===== config.mk =====
export PLATFORM = sky130hd
export DESIGN_NAME = rbn_ctrl
export DESIGN_NICKNAME = d
export VERILOG_FILES = /design/src/hdl/rbn_pkg.sv /design/src/hdl/rbn_ctrl.sv /design/src/hdl/rbn_sync_filter.sv
export VERILOG_INCLUDE_DIRS = /design/src /design/src/hdl
export SDC_FILE = /design/constraint.sdc
export NUM_CORES = 1
export LEC_CHECK = 0
export ABC_AREA = 1
export BUFFER_PORTS_ARGS = -buffer_cell sky130_fd_sc_hd__buf_2
export CAP_MARGIN = 20
export CORE_UTILIZATION = 25
export DETAILED_ROUTE_END_ITERATION = 10
export GPL_TIMING_DRIVEN = 1
export PLACE_DENSITY = 0.44
export SLEW_MARGIN = 20
export SYNTH_ARGS = -nofsm -noshare
export SYNTH_HDL_FRONTEND = slang
export SYNTH_SLANG_ARGS = --single-unit

===== constraint.sdc =====
create_clock -name CLOCK_I -period 3.1 [get_ports CLOCK_I]
set_input_delay 0.31 -clock CLOCK_I [delete_from_list [all_inputs] [get_ports CLOCK_I]]
set_output_delay 0.31 -clock CLOCK_I [all_outputs]
set_load 0.02 [all_outputs]

===== src/hdl/rbn_defines.svh =====
// timing counts for the reset, boot and nmi control block
`ifndef RBN_DEFINES_SVH
`define RBN_DEFINES_SVH
`define RBN_CLK_PERIOD_PS 4000
`define RBN_SPIKE_REJECT_PS 10000
`define RBN_SPIKE_PASS_PS 100000
// longest rejected pulse rounds down, pass length rounds up
`define RBN_REJECT_CYC (`RBN_SPIKE_REJECT_PS / `RBN_CLK_PERIOD_PS)
`define RBN_PASS_CYC ((`RBN_SPIKE_PASS_PS + `RBN_CLK_PERIOD_PS - 1) / `RBN_CLK_PERIOD_PS)
`define RBN_FILT_CYC 3
`define RBN_SEQ_CYC 16
`endif


===== src/hdl/rbn_pkg.sv =====
// types for the reset, boot and nmi control block
`default_nettype none
package rbn_pkg;
	typedef enum logic [1:0] {
		RBN_RUN,
		RBN_SEQ,
		RBN_INIT,
		RBN_PDOWN
	} rbn_state_t;
	typedef enum logic {
		RBN_BOOT_EXT,
		RBN_BOOT_INT
	} rbn_boot_t;
endpackage : rbn_pkg
`default_nettype wire


===== src/hdl/rbn_ctrl.sv =====
// reset, boot source and nmi control
// Behaviour
// - a low external access select during and after reset selects boot from external memory.
// - a high external access select selects execution from internal program memory.
// - a low reset input pin while the oscillator runs puts the device into reset.
// - low pulses under 10 ns on the reset input are rejected and those over 100 ns pass.
// - with bidirectional reset enabled the device pulls the reset pin low during each sequence.
// - the reset indication output goes low on every hardware, software or watchdog reset.
// - the reset indication output stays low until end of init executes, then goes high.
// - a falling edge on the nmi input during run or init raises a trap request to the cpu.
// - the power down instruction with nmi low enters power down mode.
// - the power down instruction with nmi high is ignored and the device keeps running.
`include "rbn_defines.svh"
`default_nettype none
module rbn_ctrl #(
	parameter int SEQ_CYC = `RBN_SEQ_CYC,
	parameter int FILT_CYC = `RBN_FILT_CYC
) (
	input wire logic CLOCK_I,
	input wire logic RST_I,
	input wire logic RESET_INPUT_PIN_I,
	input wire logic EXTERNAL_ACCESS_SELECT_I,
	input wire logic NMI_I,
	input wire logic SW_RESET_I,
	input wire logic WDT_RESET_I,
	input wire logic BIDIR_RESET_ENABLE_BIT_I,
	input wire logic END_OF_INIT_INSTRUCTION_I,
	input wire logic POWER_DOWN_INSTRUCTION_I,
	input wire logic WAKE_I,
	output logic RESET_INPUT_PIN_O,
	output logic RESET_INPUT_PIN_OE_O,
	output logic RESET_INDICATION_OUTPUT_O,
	output logic CORE_RESET_O,
	output logic BOOT_INTERNAL_O,
	output logic NMI_TRAP_O,
	output logic POWER_DOWN_O
);
	rbn_pkg::rbn_state_t state_ff;
	rbn_pkg::rbn_state_t nxt_state;
	logic [7:0] seq_cnt_ff;
	logic rst_lvl;
	logic nmi_lvl;
	logic nmi_prev_ff;
	logic rstpin_low;
	logic int_reset_req;
	rbn_pkg::rbn_boot_t boot_ff;
	logic bidir_ff;
	logic pin_oe_ff;
	logic reset_indication_output_ff;
	logic core_rst_ff;
	logic trap_ff;
	logic pdown_ff;
	logic [7:0] self_mask_ff;
	logic [7:0] pin_run_ff;

	if (SEQ_CYC < 2 || SEQ_CYC > 255) begin : g_bad_seq
		$error("rbn_ctrl: SEQ_CYC out of range");
	end
	if (FILT_CYC <= `RBN_REJECT_CYC || FILT_CYC > `RBN_PASS_CYC) begin : g_bad_filt
		$error("rbn_ctrl: FILT_CYC cannot meet the spike limits");
	end

	// filter sits behind the synchroniser so only synchronised samples reach it; it drops pulses under FILT_CYC cycles
	rbn_sync_filter #(.FILT_CYC(FILT_CYC), .RST_VAL(1'b1)) u_rst_filt (
		.clock_i(CLOCK_I),
		.rst_i(RST_I),
		.pin_i(RESET_INPUT_PIN_I),
		.level_o(rst_lvl)
	);

	rbn_sync_filter #(.FILT_CYC(2), .RST_VAL(1'b1)) u_nmi_filt (
		.clock_i(CLOCK_I),
		.rst_i(RST_I),
		.pin_i(NMI_I),
		.level_o(nmi_lvl)
	);

	// filtered pin lags our own release by sync plus filter depth; without the mask the
	// tail of our own pull would restart the sequence forever in bidirectional mode
	always_ff @(posedge CLOCK_I) begin
		if (RST_I) begin
			self_mask_ff <= 8'h00;
		end else if (pin_oe_ff) begin
			self_mask_ff <= 8'(FILT_CYC + 2);
		end else if (self_mask_ff != 8'h00) begin
			self_mask_ff <= self_mask_ff - 8'h01;
		end
	end

	// limitation: an outside press overlapping our own pull is seen once the mask runs out
	assign rstpin_low = !rst_lvl && !pin_oe_ff && (self_mask_ff == 8'h00);

	// length of the current low run on the raw pin, only for the filter check
	always_ff @(posedge CLOCK_I) begin
		if (RST_I || RESET_INPUT_PIN_I) begin
			pin_run_ff <= 8'h00;
		end else if (pin_run_ff != 8'hFF) begin
			pin_run_ff <= pin_run_ff + 8'h01;
		end
	end
	assign int_reset_req = SW_RESET_I || WDT_RESET_I;

	always_comb begin
		nxt_state = state_ff;
		case (state_ff)
			rbn_pkg::RBN_RUN: begin
				if (POWER_DOWN_INSTRUCTION_I && !nmi_lvl) begin
					nxt_state = rbn_pkg::RBN_PDOWN;
				end
			end
			rbn_pkg::RBN_SEQ: begin
				if (seq_cnt_ff == 8'h00 && !rstpin_low) begin
					nxt_state = rbn_pkg::RBN_INIT;
				end
			end
			rbn_pkg::RBN_INIT: begin
				if (END_OF_INIT_INSTRUCTION_I) begin
					nxt_state = rbn_pkg::RBN_RUN;
				end
			end
			rbn_pkg::RBN_PDOWN: begin
				if (WAKE_I) begin
					nxt_state = rbn_pkg::RBN_RUN;
				end
			end
			default: begin
				nxt_state = rbn_pkg::RBN_SEQ;
			end
		endcase
		if (rstpin_low || int_reset_req) begin
			nxt_state = rbn_pkg::RBN_SEQ;
		end
	end

	always_ff @(posedge CLOCK_I) begin
		if (RST_I) begin
			state_ff <= rbn_pkg::RBN_SEQ;
		end else begin
			state_ff <= nxt_state;
		end
	end

	always_ff @(posedge CLOCK_I) begin
		if (RST_I) begin
			seq_cnt_ff <= 8'(SEQ_CYC - 1);
		end else if (rstpin_low || int_reset_req) begin
			seq_cnt_ff <= 8'(SEQ_CYC - 1);
		end else if (state_ff == rbn_pkg::RBN_SEQ && seq_cnt_ff != 8'h00) begin
			seq_cnt_ff <= seq_cnt_ff - 8'h01;
		end
	end

	// boot source latched while in reset, frozen once the sequence ends
	always_ff @(posedge CLOCK_I) begin
		if (RST_I) begin
			boot_ff <= rbn_pkg::RBN_BOOT_EXT;
		end else if (nxt_state == rbn_pkg::RBN_SEQ) begin
			boot_ff <= EXTERNAL_ACCESS_SELECT_I ? rbn_pkg::RBN_BOOT_INT
				: rbn_pkg::RBN_BOOT_EXT;
		end
	end

	// enable bit lives in system_config_register and clears on reset
	always_ff @(posedge CLOCK_I) begin
		if (RST_I) begin
			bidir_ff <= 1'b0;
		end else begin
			bidir_ff <= BIDIR_RESET_ENABLE_BIT_I;
		end
	end

	always_ff @(posedge CLOCK_I) begin
		if (RST_I) begin
			pin_oe_ff <= 1'b0;
		end else begin
			pin_oe_ff <= bidir_ff && (nxt_state == rbn_pkg::RBN_SEQ);
		end
	end

	always_ff @(posedge CLOCK_I) begin
		if (RST_I) begin
			reset_indication_output_ff <= 1'b0;
		end else begin
			reset_indication_output_ff <= (nxt_state == rbn_pkg::RBN_RUN)
				|| (nxt_state == rbn_pkg::RBN_PDOWN);
		end
	end

	always_ff @(posedge CLOCK_I) begin
		if (RST_I) begin
			core_rst_ff <= 1'b1;
		end else begin
			core_rst_ff <= (nxt_state == rbn_pkg::RBN_SEQ);
		end
	end

	always_ff @(posedge CLOCK_I) begin
		if (RST_I) begin
			nmi_prev_ff <= 1'b1;
			trap_ff <= 1'b0;
		end else begin
			nmi_prev_ff <= nmi_lvl;
			trap_ff <= nmi_prev_ff && !nmi_lvl && (state_ff == rbn_pkg::RBN_RUN
				|| state_ff == rbn_pkg::RBN_INIT);
		end
	end

	always_ff @(posedge CLOCK_I) begin
		if (RST_I) begin
			pdown_ff <= 1'b0;
		end else begin
			pdown_ff <= (nxt_state == rbn_pkg::RBN_PDOWN);
		end
	end

	assign RESET_INPUT_PIN_O = 1'b0;
	assign RESET_INPUT_PIN_OE_O = pin_oe_ff;
	assign RESET_INDICATION_OUTPUT_O = reset_indication_output_ff;
	assign CORE_RESET_O = core_rst_ff;
	assign BOOT_INTERNAL_O = (boot_ff == rbn_pkg::RBN_BOOT_INT);
	assign NMI_TRAP_O = trap_ff;
	assign POWER_DOWN_O = pdown_ff;

	AST_PDOWN_ENTRY: assert property (@(posedge CLOCK_I) disable iff (RST_I)
		(state_ff == rbn_pkg::RBN_RUN && POWER_DOWN_INSTRUCTION_I && !nmi_lvl
		&& !rstpin_low && !int_reset_req) |=> POWER_DOWN_O)
		else $error("power down not entered");
	AST_PDOWN_IGNORED: assert property (@(posedge CLOCK_I) disable iff (RST_I)
		(state_ff == rbn_pkg::RBN_RUN && nmi_lvl) |=> !POWER_DOWN_O)
		else $error("power down taken with nmi high");
	AST_RESET_ENTRY: assert property (@(posedge CLOCK_I) disable iff (RST_I)
		rstpin_low |=> CORE_RESET_O && !RESET_INDICATION_OUTPUT_O)
		else $error("reset pin low did not reset");
	AST_SOFT_RESET: assert property (@(posedge CLOCK_I) disable iff (RST_I)
		(SW_RESET_I || WDT_RESET_I) |=> !RESET_INDICATION_OUTPUT_O)
		else $error("indication not low on internal reset");
	AST_HOLD_TO_END_OF_INIT_INSTRUCTION: assert property (@(posedge CLOCK_I) disable iff (RST_I)
		(state_ff == rbn_pkg::RBN_INIT && !END_OF_INIT_INSTRUCTION_I) |=> !RESET_INDICATION_OUTPUT_O)
		else $error("indication released before end of init");
	AST_RELEASE: assert property (@(posedge CLOCK_I) disable iff (RST_I)
		(state_ff == rbn_pkg::RBN_INIT && END_OF_INIT_INSTRUCTION_I && !rstpin_low
		&& !int_reset_req) |=> RESET_INDICATION_OUTPUT_O)
		else $error("indication not released");
	AST_BIDIR_DRIVE: assert property (@(posedge CLOCK_I) disable iff (RST_I)
		(bidir_ff && int_reset_req) |=> RESET_INPUT_PIN_OE_O)
		else $error("reset pin not driven in bidirectional mode");
	AST_NO_DRIVE: assert property (@(posedge CLOCK_I) disable iff (RST_I)
		!bidir_ff |=> !RESET_INPUT_PIN_OE_O)
		else $error("reset pin driven with mode off");
	AST_NMI_TRAP: assert property (@(posedge CLOCK_I) disable iff (RST_I)
		($fell(nmi_lvl) && state_ff == rbn_pkg::RBN_RUN) |=> NMI_TRAP_O)
		else $error("nmi edge gave no trap");
	AST_BOOT_SRC: assert property (@(posedge CLOCK_I) disable iff (RST_I)
		(state_ff == rbn_pkg::RBN_SEQ && !rstpin_low && !int_reset_req && seq_cnt_ff != 8'h00)
		|=> BOOT_INTERNAL_O == $past(EXTERNAL_ACCESS_SELECT_I))
		else $error("boot source not latched");
	AST_FILTER: assert property (@(posedge CLOCK_I) disable iff (RST_I)
		$fell(rst_lvl) |-> $past(pin_run_ff, 2) >= 8'(FILT_CYC))
		else $error("reset filter passed a short pulse");
	AST_TRAP_PULSE: assert property (@(posedge CLOCK_I) disable iff (RST_I)
		NMI_TRAP_O |=> !NMI_TRAP_O)
		else $error("trap request longer than one cycle");
	AST_NO_TRAP_IN_SEQ: assert property (@(posedge CLOCK_I) disable iff (RST_I)
		(state_ff == rbn_pkg::RBN_SEQ) |=> !NMI_TRAP_O)
		else $error("trap raised during reset sequence");
	AST_BOOT_FROZEN: assert property (@(posedge CLOCK_I) disable iff (RST_I)
		(nxt_state != rbn_pkg::RBN_SEQ) |=> $stable(BOOT_INTERNAL_O))
		else $error("boot source changed outside reset");
	AST_DRIVE_WHOLE_SEQ: assert property (@(posedge CLOCK_I) disable iff (RST_I)
		(bidir_ff && state_ff == rbn_pkg::RBN_SEQ && seq_cnt_ff != 8'h00)
		|=> RESET_INPUT_PIN_OE_O)
		else $error("reset pin released inside the sequence");
	AST_NO_SELF_RETRIGGER: assert property (@(posedge CLOCK_I) disable iff (RST_I)
		(state_ff == rbn_pkg::RBN_INIT && self_mask_ff != 8'h00 && !int_reset_req)
		|=> !CORE_RESET_O)
		else $error("own pull of the reset pin restarted the sequence");
	AST_PDOWN_HOLD: assert property (@(posedge CLOCK_I) disable iff (RST_I)
		(state_ff == rbn_pkg::RBN_PDOWN && !WAKE_I && !rstpin_low && !int_reset_req)
		|=> POWER_DOWN_O)
		else $error("power down left without wake");
	AST_SEQ_IND_LOW: assert property (@(posedge CLOCK_I) disable iff (RST_I)
		$rose(CORE_RESET_O) |-> !RESET_INDICATION_OUTPUT_O)
		else $error("indication high while reset starts");
	AST_INIT_AFTER_SEQ: assert property (@(posedge CLOCK_I) disable iff (RST_I)
		$fell(CORE_RESET_O) |-> (state_ff == rbn_pkg::RBN_INIT && !RESET_INDICATION_OUTPUT_O))
		else $error("indication released before end of init");
	AST_RUN_HOLDS_IND: assert property (@(posedge CLOCK_I) disable iff (RST_I)
		(state_ff == rbn_pkg::RBN_RUN && !rstpin_low && !int_reset_req)
		|=> RESET_INDICATION_OUTPUT_O)
		else $error("indication dropped while running");
endmodule : rbn_ctrl
`default_nettype wire


===== src/hdl/rbn_sync_filter.sv =====
// two-flop synchroniser followed by a glitch filter for one pin
`default_nettype none
module rbn_sync_filter #(
	parameter int FILT_CYC = 3,
	parameter logic RST_VAL = 1'b1
) (
	input wire logic clock_i,
	input wire logic rst_i,
	input wire logic pin_i,
	output logic level_o
);
	logic meta_ff;
	logic sync_ff;
	logic [7:0] cnt_ff;
	logic level_ff;

	if (FILT_CYC < 1 || FILT_CYC > 255) begin : g_bad_filt
		$error("rbn_sync_filter: FILT_CYC out of range");
	end

	// only sync_ff reads meta_ff
	always_ff @(posedge clock_i) begin
		if (rst_i) begin
			meta_ff <= RST_VAL;
			sync_ff <= RST_VAL;
		end else begin
			meta_ff <= pin_i;
			sync_ff <= meta_ff;
		end
	end

	// level changes only after the new value held FILT_CYC cycles
	always_ff @(posedge clock_i) begin
		if (rst_i) begin
			cnt_ff <= 8'h00;
			level_ff <= RST_VAL;
		end else if (sync_ff == level_ff) begin
			cnt_ff <= 8'h00;
		end else if (cnt_ff == 8'(FILT_CYC - 1)) begin
			cnt_ff <= 8'h00;
			level_ff <= sync_ff;
		end else begin
			cnt_ff <= cnt_ff + 8'h01;
		end
	end

	assign level_o = level_ff;
endmodule : rbn_sync_filter
`default_nettype wire


==> results of run 1 <==
-- cell families (layout without fill, tap and decap cells) --
logic type / count (synthesis) / count (layout)
AND/OR/NAND/NOR: 147 / 147
flip-flops: 48 / 48
buffers and inverters: 44 / 65
AO/OA/AOI/OAI: 21 / 21
XOR/XNOR: 17 / 17
adder cells (fa/ha/maj): 11 / 11
other: 1 / 1
-- power by group through the flow --
stage,Clock (mW),Combinational [mW],Sequential [mW]
finish,0.359,0.345,0.719
global route,0.400,0.402,0.725
CTS,0.378,0.352,0.719
detailed placement,0,0.350,0.733
global placement,0,0.350,0.733
floorplan,0,0.287,0.726
-- layer usage --
layer	vias to the layer above	share of wire, %	GRT usage (%)
met5	-	0	0
met4	0	1.9	4.48
met3	8	2.6	2.37
met2	16	47	15.8
met1	754	49	11.4
li1	934	-	-
-- layout make-up --
cell class	instances	area (sq um)
inverter	42	158
clock inverter	1	5.00
tap	105	131
clock buffer	6	72.6
fill	918	5870
sequential	48	961
timing repair buffer	16	80.1
multi-input combinational	197	1070
-- stage by stage --
stage / util (%) / std cells / worst slack, ps / hold slack [ps] / power [mW]
after floorplan: - / 289 / 1420 / 389 / 1.01
after global routing: 29.7 / 415 / 1060 / 194 / 1.53
final: 29.7 / 415 / 1250 / 200 / 1.42
after global placement: 28.7 / 408 / 1320 / 392 / 1.08
after CTS: 29.7 / 415 / 1230 / 191 / 1.45
after detailed placement: 28.7 / 408 / 1240 / 393 / 1.08
-- path summary, 6_finish.rpt --
check,start,endpoint,slack (ps),depth (start not counted)
setup / recovery,self_mask_ff[0],CORE_RESET_O,1250,10
hold / removal,NMI_I,u_nmi_filt.meta_ff,200,2
setup reg to reg,self_mask_ff[0],CORE_RESET_O,1250,10
hold reg to reg,u_rst_filt.meta_ff,u_rst_filt.sync_ff,410,1
-- registers in the layout (all words and copies together) (netlist names), 2 cells and up --
name               cells
self_mask_ff           8
seq_cnt_ff             8
state_ff               2
u_nmi_filt.cnt_ff      8
u_rst_filt.cnt_ff      8
-- cell usage after synthesis (all sizes together) --
cell type and n:
ha 11, nor3 3, nand4 5, o211ai 1, buf 1, nand2 56, xor2 11, a21oi 12
conb 1, nand3 27, xnor2 6, or2 8, o21ai 8, clkbuf 1, inv 42, nor2 48
dfxtp 48
-- layout by cell type, fill, tap and decap left out, types with 2 or more instances in the layout --
cell / count
nor3_2: 2
o21ai_0: 7
clkbuf_8: 5
xor2_1: 11
nor2_4: 2
xnor2_1: 6
a21oi_1: 12
buf_2: 16
nor2_1: 45
ha_1: 11
inv_1: 41
nand3_1: 26
or2_2: 8
nand2_1: 55
dfxtp_1: 48
nand4_1: 5
==> results.sh, run 1 <==
export IMPL_hold_path_class="in -> reg"
export IMPL_slowest_delay_ps=340
export IMPL_p_clk_share_pct=25.2
export IMPL_root_buf_cell="clkbuf_8"
export IMPL_syn_nets=311
export IMPL_dieHeight_um=95.7
export IMPL_antenna_violations_before_repair=0
export IMPL_timing_final_crit_period_ps=1850
export IMPL_vias=1712
export IMPL_cts_path_max_buffers=2
export IMPL_number_of_antenna_cells_inserted=0
export IMPL_synth_cell_types=24
export IMPL_drtPass1Iterations=4
export IMPL_drt_drc_violations_left=0
export IMPL_routabilityCongestion=0.767
export IMPL_power_switching_share_pct=32.2
export IMPL_power_density_mw_per_mm2=575
export IMPL_avgRoutedWirePerCell_um=9.44
export IMPL_yosys_area_top_type="dfxtp_1"
export IMPL_core_area_sq_mm=0.00834
export IMPL_largest_net_degree_at_the_start_of_global_routing=15
export IMPL_yosys_top_cells_area="dfxtp_1 44%, nand2_1 9.4%, nor2_1 7.7%, inv_1 7.0%, ha_1 6.3%"
export IMPL_synth_cells=289
export IMPL_total_grt_usage_pct=9.47
export IMPL_critical_path_max_fanout=5
export IMPL_syn_area_sq_mm=0.00220
export IMPL_max_freq_mhz=541
export IMPL_switching_power_mw=0.458
export IMPL_synth_compound_area_share_pct=5.41
export IMPL_synthAdderAreaFrac_pct=6.27
export IMPL_cellLeakagePower_nw=1.05
export IMPL_crit_path_cell_trace="inv_1 -> ha_1 -> nand3_1 -> nor2_4 -> nand2_1 -> nand2_1 -> nand2_1 -> nand3_1 -> ha_1 -> or2_2"
export IMPL_final_period_utilization_pct=59.6
export IMPL_cpLargestDelayFamily="simple AND/OR/NAND/NOR gates"
export IMPL_die_area_sq_mm=0.00916
export IMPL_routed_wire_length_um=3920
export IMPL_holdBufCountCts=0
export IMPL_syn_mean_instance_area_sq_um=7.60
export IMPL_totalNegativeSetupSlack_ps=0
export IMPL_cts_reportedPaths_clkPinSlew_ps=90
export IMPL_max_cap_violations=0
export IMPL_initial_core_util_pct=26.3
export IMPL_cts_buffers=5
export IMPL_cts_h_tree_depth=2
export IMPL_detailed_place_hpwl_um=2920
export IMPL_critical_path_slowest_cell="dfxtp_1"
export IMPL_post_cts_setup_buffers=0
export IMPL_ir_worst_vdd_v=0.000168
export IMPL_slew_viol_final=0
export IMPL_timing_hold_violations_final=0
export IMPL_cts_tree="done"
export IMPL_viasPerCell=4.13
export IMPL_main_combinational_cell_family_by_area_after_synthesis="simple AND/OR/NAND/NOR gates"
export IMPL_cellInternalPower_mw=0.965
export IMPL_clock_skew_final_ps=2.53
export IMPL_ant_nets=0
export IMPL_drtIter0Drc=50
export IMPL_worst_endpoint_required_ps=3290
export IMPL_cp_data_arrival_time_ps=2040
export IMPL_clkLatencyLatePin_ps=300
export IMPL_critPathCaptureType="flop"
export IMPL_fin_area_sq_mm=0.00247
export IMPL_synth_seq_cells=48
export IMPL_buffer_ports_inserted=16
export IMPL_start_kind="flop"
export IMPL_yosysWarningCount=0
export IMPL_critPathKind="reg -> reg"
export IMPL_crit_top_cell="nand2_1"
export IMPL_number_of_global_route_vias_before_repair=1554
export IMPL_rows=33
export IMPL_areaGrowthSynthToFinish_pct=12.6
export IMPL_worst_path_buf_inv=1
export IMPL_ys_seq_area_share_pct=43.8
export IMPL_drive_gt1_share_pct=12.6
export IMPL_clock_sink_count=48
export IMPL_post_cts_resized=0
export IMPL_outcome="finished clean"
export IMPL_yosys_area_share_xor_xnor_pct=6.78
export IMPL_power_frac_comb_pct=24.3
export IMPL_nets=332
export IMPL_floorplan_die_width_um=95.7
export IMPL_synth_mux_area_fraction_pct=0
export IMPL_floorplan_io_pins=18
export IMPL_synthSimpleGateAreaFrac_pct=29.9
export IMPL_rsz0062_at_grt="no"
export IMPL_placement_cell_area_sq_mm=0.00240
export IMPL_report_final_setup_viol=0
export IMPL_grt_first_pass_wirelength_um=6650
export IMPL_grt_overflow_total=0
export IMPL_sequentialPowerShare_pct=50.5
export IMPL_top_cell_type_s_share_of_synthesized_area_pct=43.8
Note: power is estimated with default switching activity, not from simulation.
==> run 2, diff against run 1 <==
--- a/config.mk
+++ b/config.mk
@@ -6,13 +6,13 @@
 export SDC_FILE = /design/constraint.sdc
 export NUM_CORES = 1
 export LEC_CHECK = 0
-export ABC_AREA = 1
+export ABC_AREA = 0
 export BUFFER_PORTS_ARGS = -buffer_cell sky130_fd_sc_hd__buf_2
 export CAP_MARGIN = 20
 export CORE_UTILIZATION = 25
 export DETAILED_ROUTE_END_ITERATION = 10
 export GPL_TIMING_DRIVEN = 1
-export PLACE_DENSITY = 0.44
+export PLACE_DENSITY = 0.45
 export SLEW_MARGIN = 20
 export SYNTH_ARGS = -nofsm -noshare
 export SYNTH_HDL_FRONTEND = slang
==> constraint.sdc (replaced) <==
create_clock -name CLOCK_I -period 1.65 [get_ports CLOCK_I]
set_input_delay 0.165 -clock CLOCK_I [delete_from_list [all_inputs] [get_ports CLOCK_I]]
set_output_delay 0.165 -clock CLOCK_I [all_outputs]
set_load 0.02 [all_outputs]
==> results.sh, run 2 <==
export IMPL_ys_seq_area_share_pct=44.7
export IMPL_critPathKind="reg -> reg"
export IMPL_syn_nets=241
export IMPL_post_place_cells=372
export IMPL_clock_sink_count=48
export IMPL_dieHeight_um=94.7
export IMPL_timing_final_crit_period_ps=1820
export IMPL_cellLeakagePower_nw=1.14
export IMPL_routabilityCongestion=0.710
export IMPL_ant_nets=0
export IMPL_cpLargestDelayFamily="simple AND/OR/NAND/NOR gates"
export IMPL_die_area_sq_mm=0.00897
export IMPL_grt_first_pass_wirelength_um=7180
export IMPL_total_grt_usage_pct=10.3
export IMPL_buffer_ports_inserted=16
export IMPL_synth_edf_count=0
export IMPL_layout_common_cells="40 x dfxtp_1, 40 x buf_4, 30 x nor2_1"
export IMPL_critical_path_max_fanout=3
export IMPL_cts_buffers=5
export IMPL_max_cap_violations=0
export IMPL_synth_cell_types=42
export IMPL_rows=33
export IMPL_synth_common_cells="48 x dfxtp_1, 30 x nor2_1, 14 x xor2_1"
export IMPL_ir_worst_vdd_v=0.000374
export IMPL_yosys_top_cells_area="dfxtp_1 45%, ha_1 6.4%, xor2_1 5.7%, nor2_1 5.2%, xnor2_1 4.5%"
export IMPL_final_cell_count_no_fill=384
export IMPL_totalNegativeSetupSlack_ps=-746
export IMPL_slew_viol_final=0
export IMPL_finalCoreUtilization_pct=34.5
export IMPL_avgRoutedWirePerCell_um=10.6
export IMPL_areaGrowthSynthToFinish_pct=32.8
export IMPL_worst_path_buf_inv=1
export IMPL_hold_path_class="in -> reg"
export IMPL_yosys_area_top_type="dfxtp_1"
export IMPL_timing_hold_violations_final=0
export IMPL_critPathCaptureType="flop"
export IMPL_drive_gt1_share_pct=38.4
export IMPL_clkLatencyLatePin_ps=300
export IMPL_report_final_setup_viol=11
export IMPL_power_density_mw_per_mm2=938
export IMPL_top_cell_type_s_share_of_synthesized_area_pct=44.7
export IMPL_cts_path_max_buffers=2
export IMPL_synth_most_common_cell="dfxtp_1"
export IMPL_synth_seq_cells=48
export IMPL_failed_checks="setup timing"
export IMPL_routed_wire_length_um=4080
export IMPL_holdBufCountCts=0
export IMPL_syn_area_sq_mm=0.00215
export IMPL_worst_hold_startpoint="NMI_I"
export IMPL_fin_area_sq_mm=0.00285
export IMPL_initial_core_util_pct=26.0
export IMPL_critical_path_slowest_cell="or4_4"
export IMPL_antenna_violations_before_repair=0
export IMPL_start_kind="flop"
export IMPL_number_of_antenna_cells_inserted=0
export IMPL_grt_overflow_total=0
export IMPL_drt_drc_violations_left=0
export IMPL_cts_tree="done"
export IMPL_slowest_delay_ps=550
export IMPL_fin_ws_ps=-172
export IMPL_synth_cells=219
export IMPL_synth_async_reset_ratio_pct=0
export IMPL_drtIter0Drc=39
export IMPL_number_of_global_route_vias_before_repair=1621
export IMPL_rsz0062_at_grt="yes"
export IMPL_root_buf_cell="clkbuf_8"
export IMPL_first_element_of_the_critical_path="seq_cnt_ff[2]"
export IMPL_fin_hold_ws_ps=43.8
export IMPL_crit_path_cell_trace="or4_4 -> nor3_4 -> o211ai_1 -> buf_4 -> ha_4 -> nor2b_1"
export IMPL_nets=300
export IMPL_synth_top_flop_cell="dfxtp_1"
export IMPL_floorplan_die_width_um=94.7
export IMPL_final_period_utilization_pct=110
export IMPL_syn_mean_instance_area_sq_um=9.81
export IMPL_placement_cell_area_sq_mm=0.00265
export IMPL_drtPass1Iterations=6
export IMPL_cts_reportedPaths_clkPinSlew_ps=90
export IMPL_viasPerCell=4.25
export IMPL_max_freq_mhz=549
export IMPL_vias=1632
export IMPL_cts_h_tree_depth=2
export IMPL_r2r_start="seq_cnt_ff[2]"
export IMPL_detailed_place_hpwl_um=3080
export IMPL_largest_net_degree_at_the_start_of_global_routing=21
export IMPL_cp_data_arrival_time_ps=2010
export IMPL_clock_skew_final_ps=4.20
export IMPL_outcome="finished, violations left"
export IMPL_yosysWarningCount=0
export IMPL_core_area_sq_mm=0.00826
export IMPL_worst_endpoint_required_ps=1840
export IMPL_floorplan_io_pins=18
run 2: timing repair:
action                                  CTS  global route
gates resized for setup                   3            19
endpoints found under the setup margin   13            28
buffers inserted                          1             3
pin swaps                                 5             8
run 2: where the power goes:
group          leakage, nW  switching [mW]  internal [mW]
Combinational        0.693           0.299          0.342
Clock               0.0516           0.403          0.343
Sequential           0.391          0.0492           1.24
Total                 1.14           0.751           1.93
run 2: logic make-up (layout without fill, tap and decap cells):
family          Yosys count  count (layout)  share of synthesized area, %
other cells               1               1                         0.175
xor+xnor                 25              25                          10.2
compound gates           19              19                          6.81
simple gates            101             101                          28.4
fa+ha+maj                11              11                          6.41
mux                       1               1                         0.466
flops                    48              48                          44.7
buf+inv                  13              73                          2.80
run 2: final timing paths:
path	slack, ps	cells after the start	to
worst max-delay path	-170	6	POWER_DOWN_O
worst min-delay path	40	2	u_nmi_filt.meta_ff
worst max register to register	-170	6	POWER_DOWN_O
worst min register to register	420	1	u_rst_filt.sync_ff
run 2: area by class of cell:
class,count,area (sq um)
Fill cell,891,5410
Multi-Input combinational cell,158,1230
Sequential cell,48,973
Timing Repair Buffer,57,392
Tap cell,105,131
Clock buffer,6,82.6
Inverter,8,32.5
Clock inverter,2,13.8
run 2: layer usage:
layer,vias to the layer above,track usage (%),part of all wire (%)
li1,866,-,-
met2,17,16.5,44
met3,4,2.98,3.9
met5,-,0,0
met1,745,13.3,51
met4,0,3.41,0.93
run 2: through the flow:
stage / power (mW) / setup slack (ps)
after detailed placement: 1.95 / -215
after global placement: 1.94 / -167
after CTS: 2.71 / -178
after global routing: 2.85 / -278
final: 2.68 / -172
after floorplan: 1.69 / -134
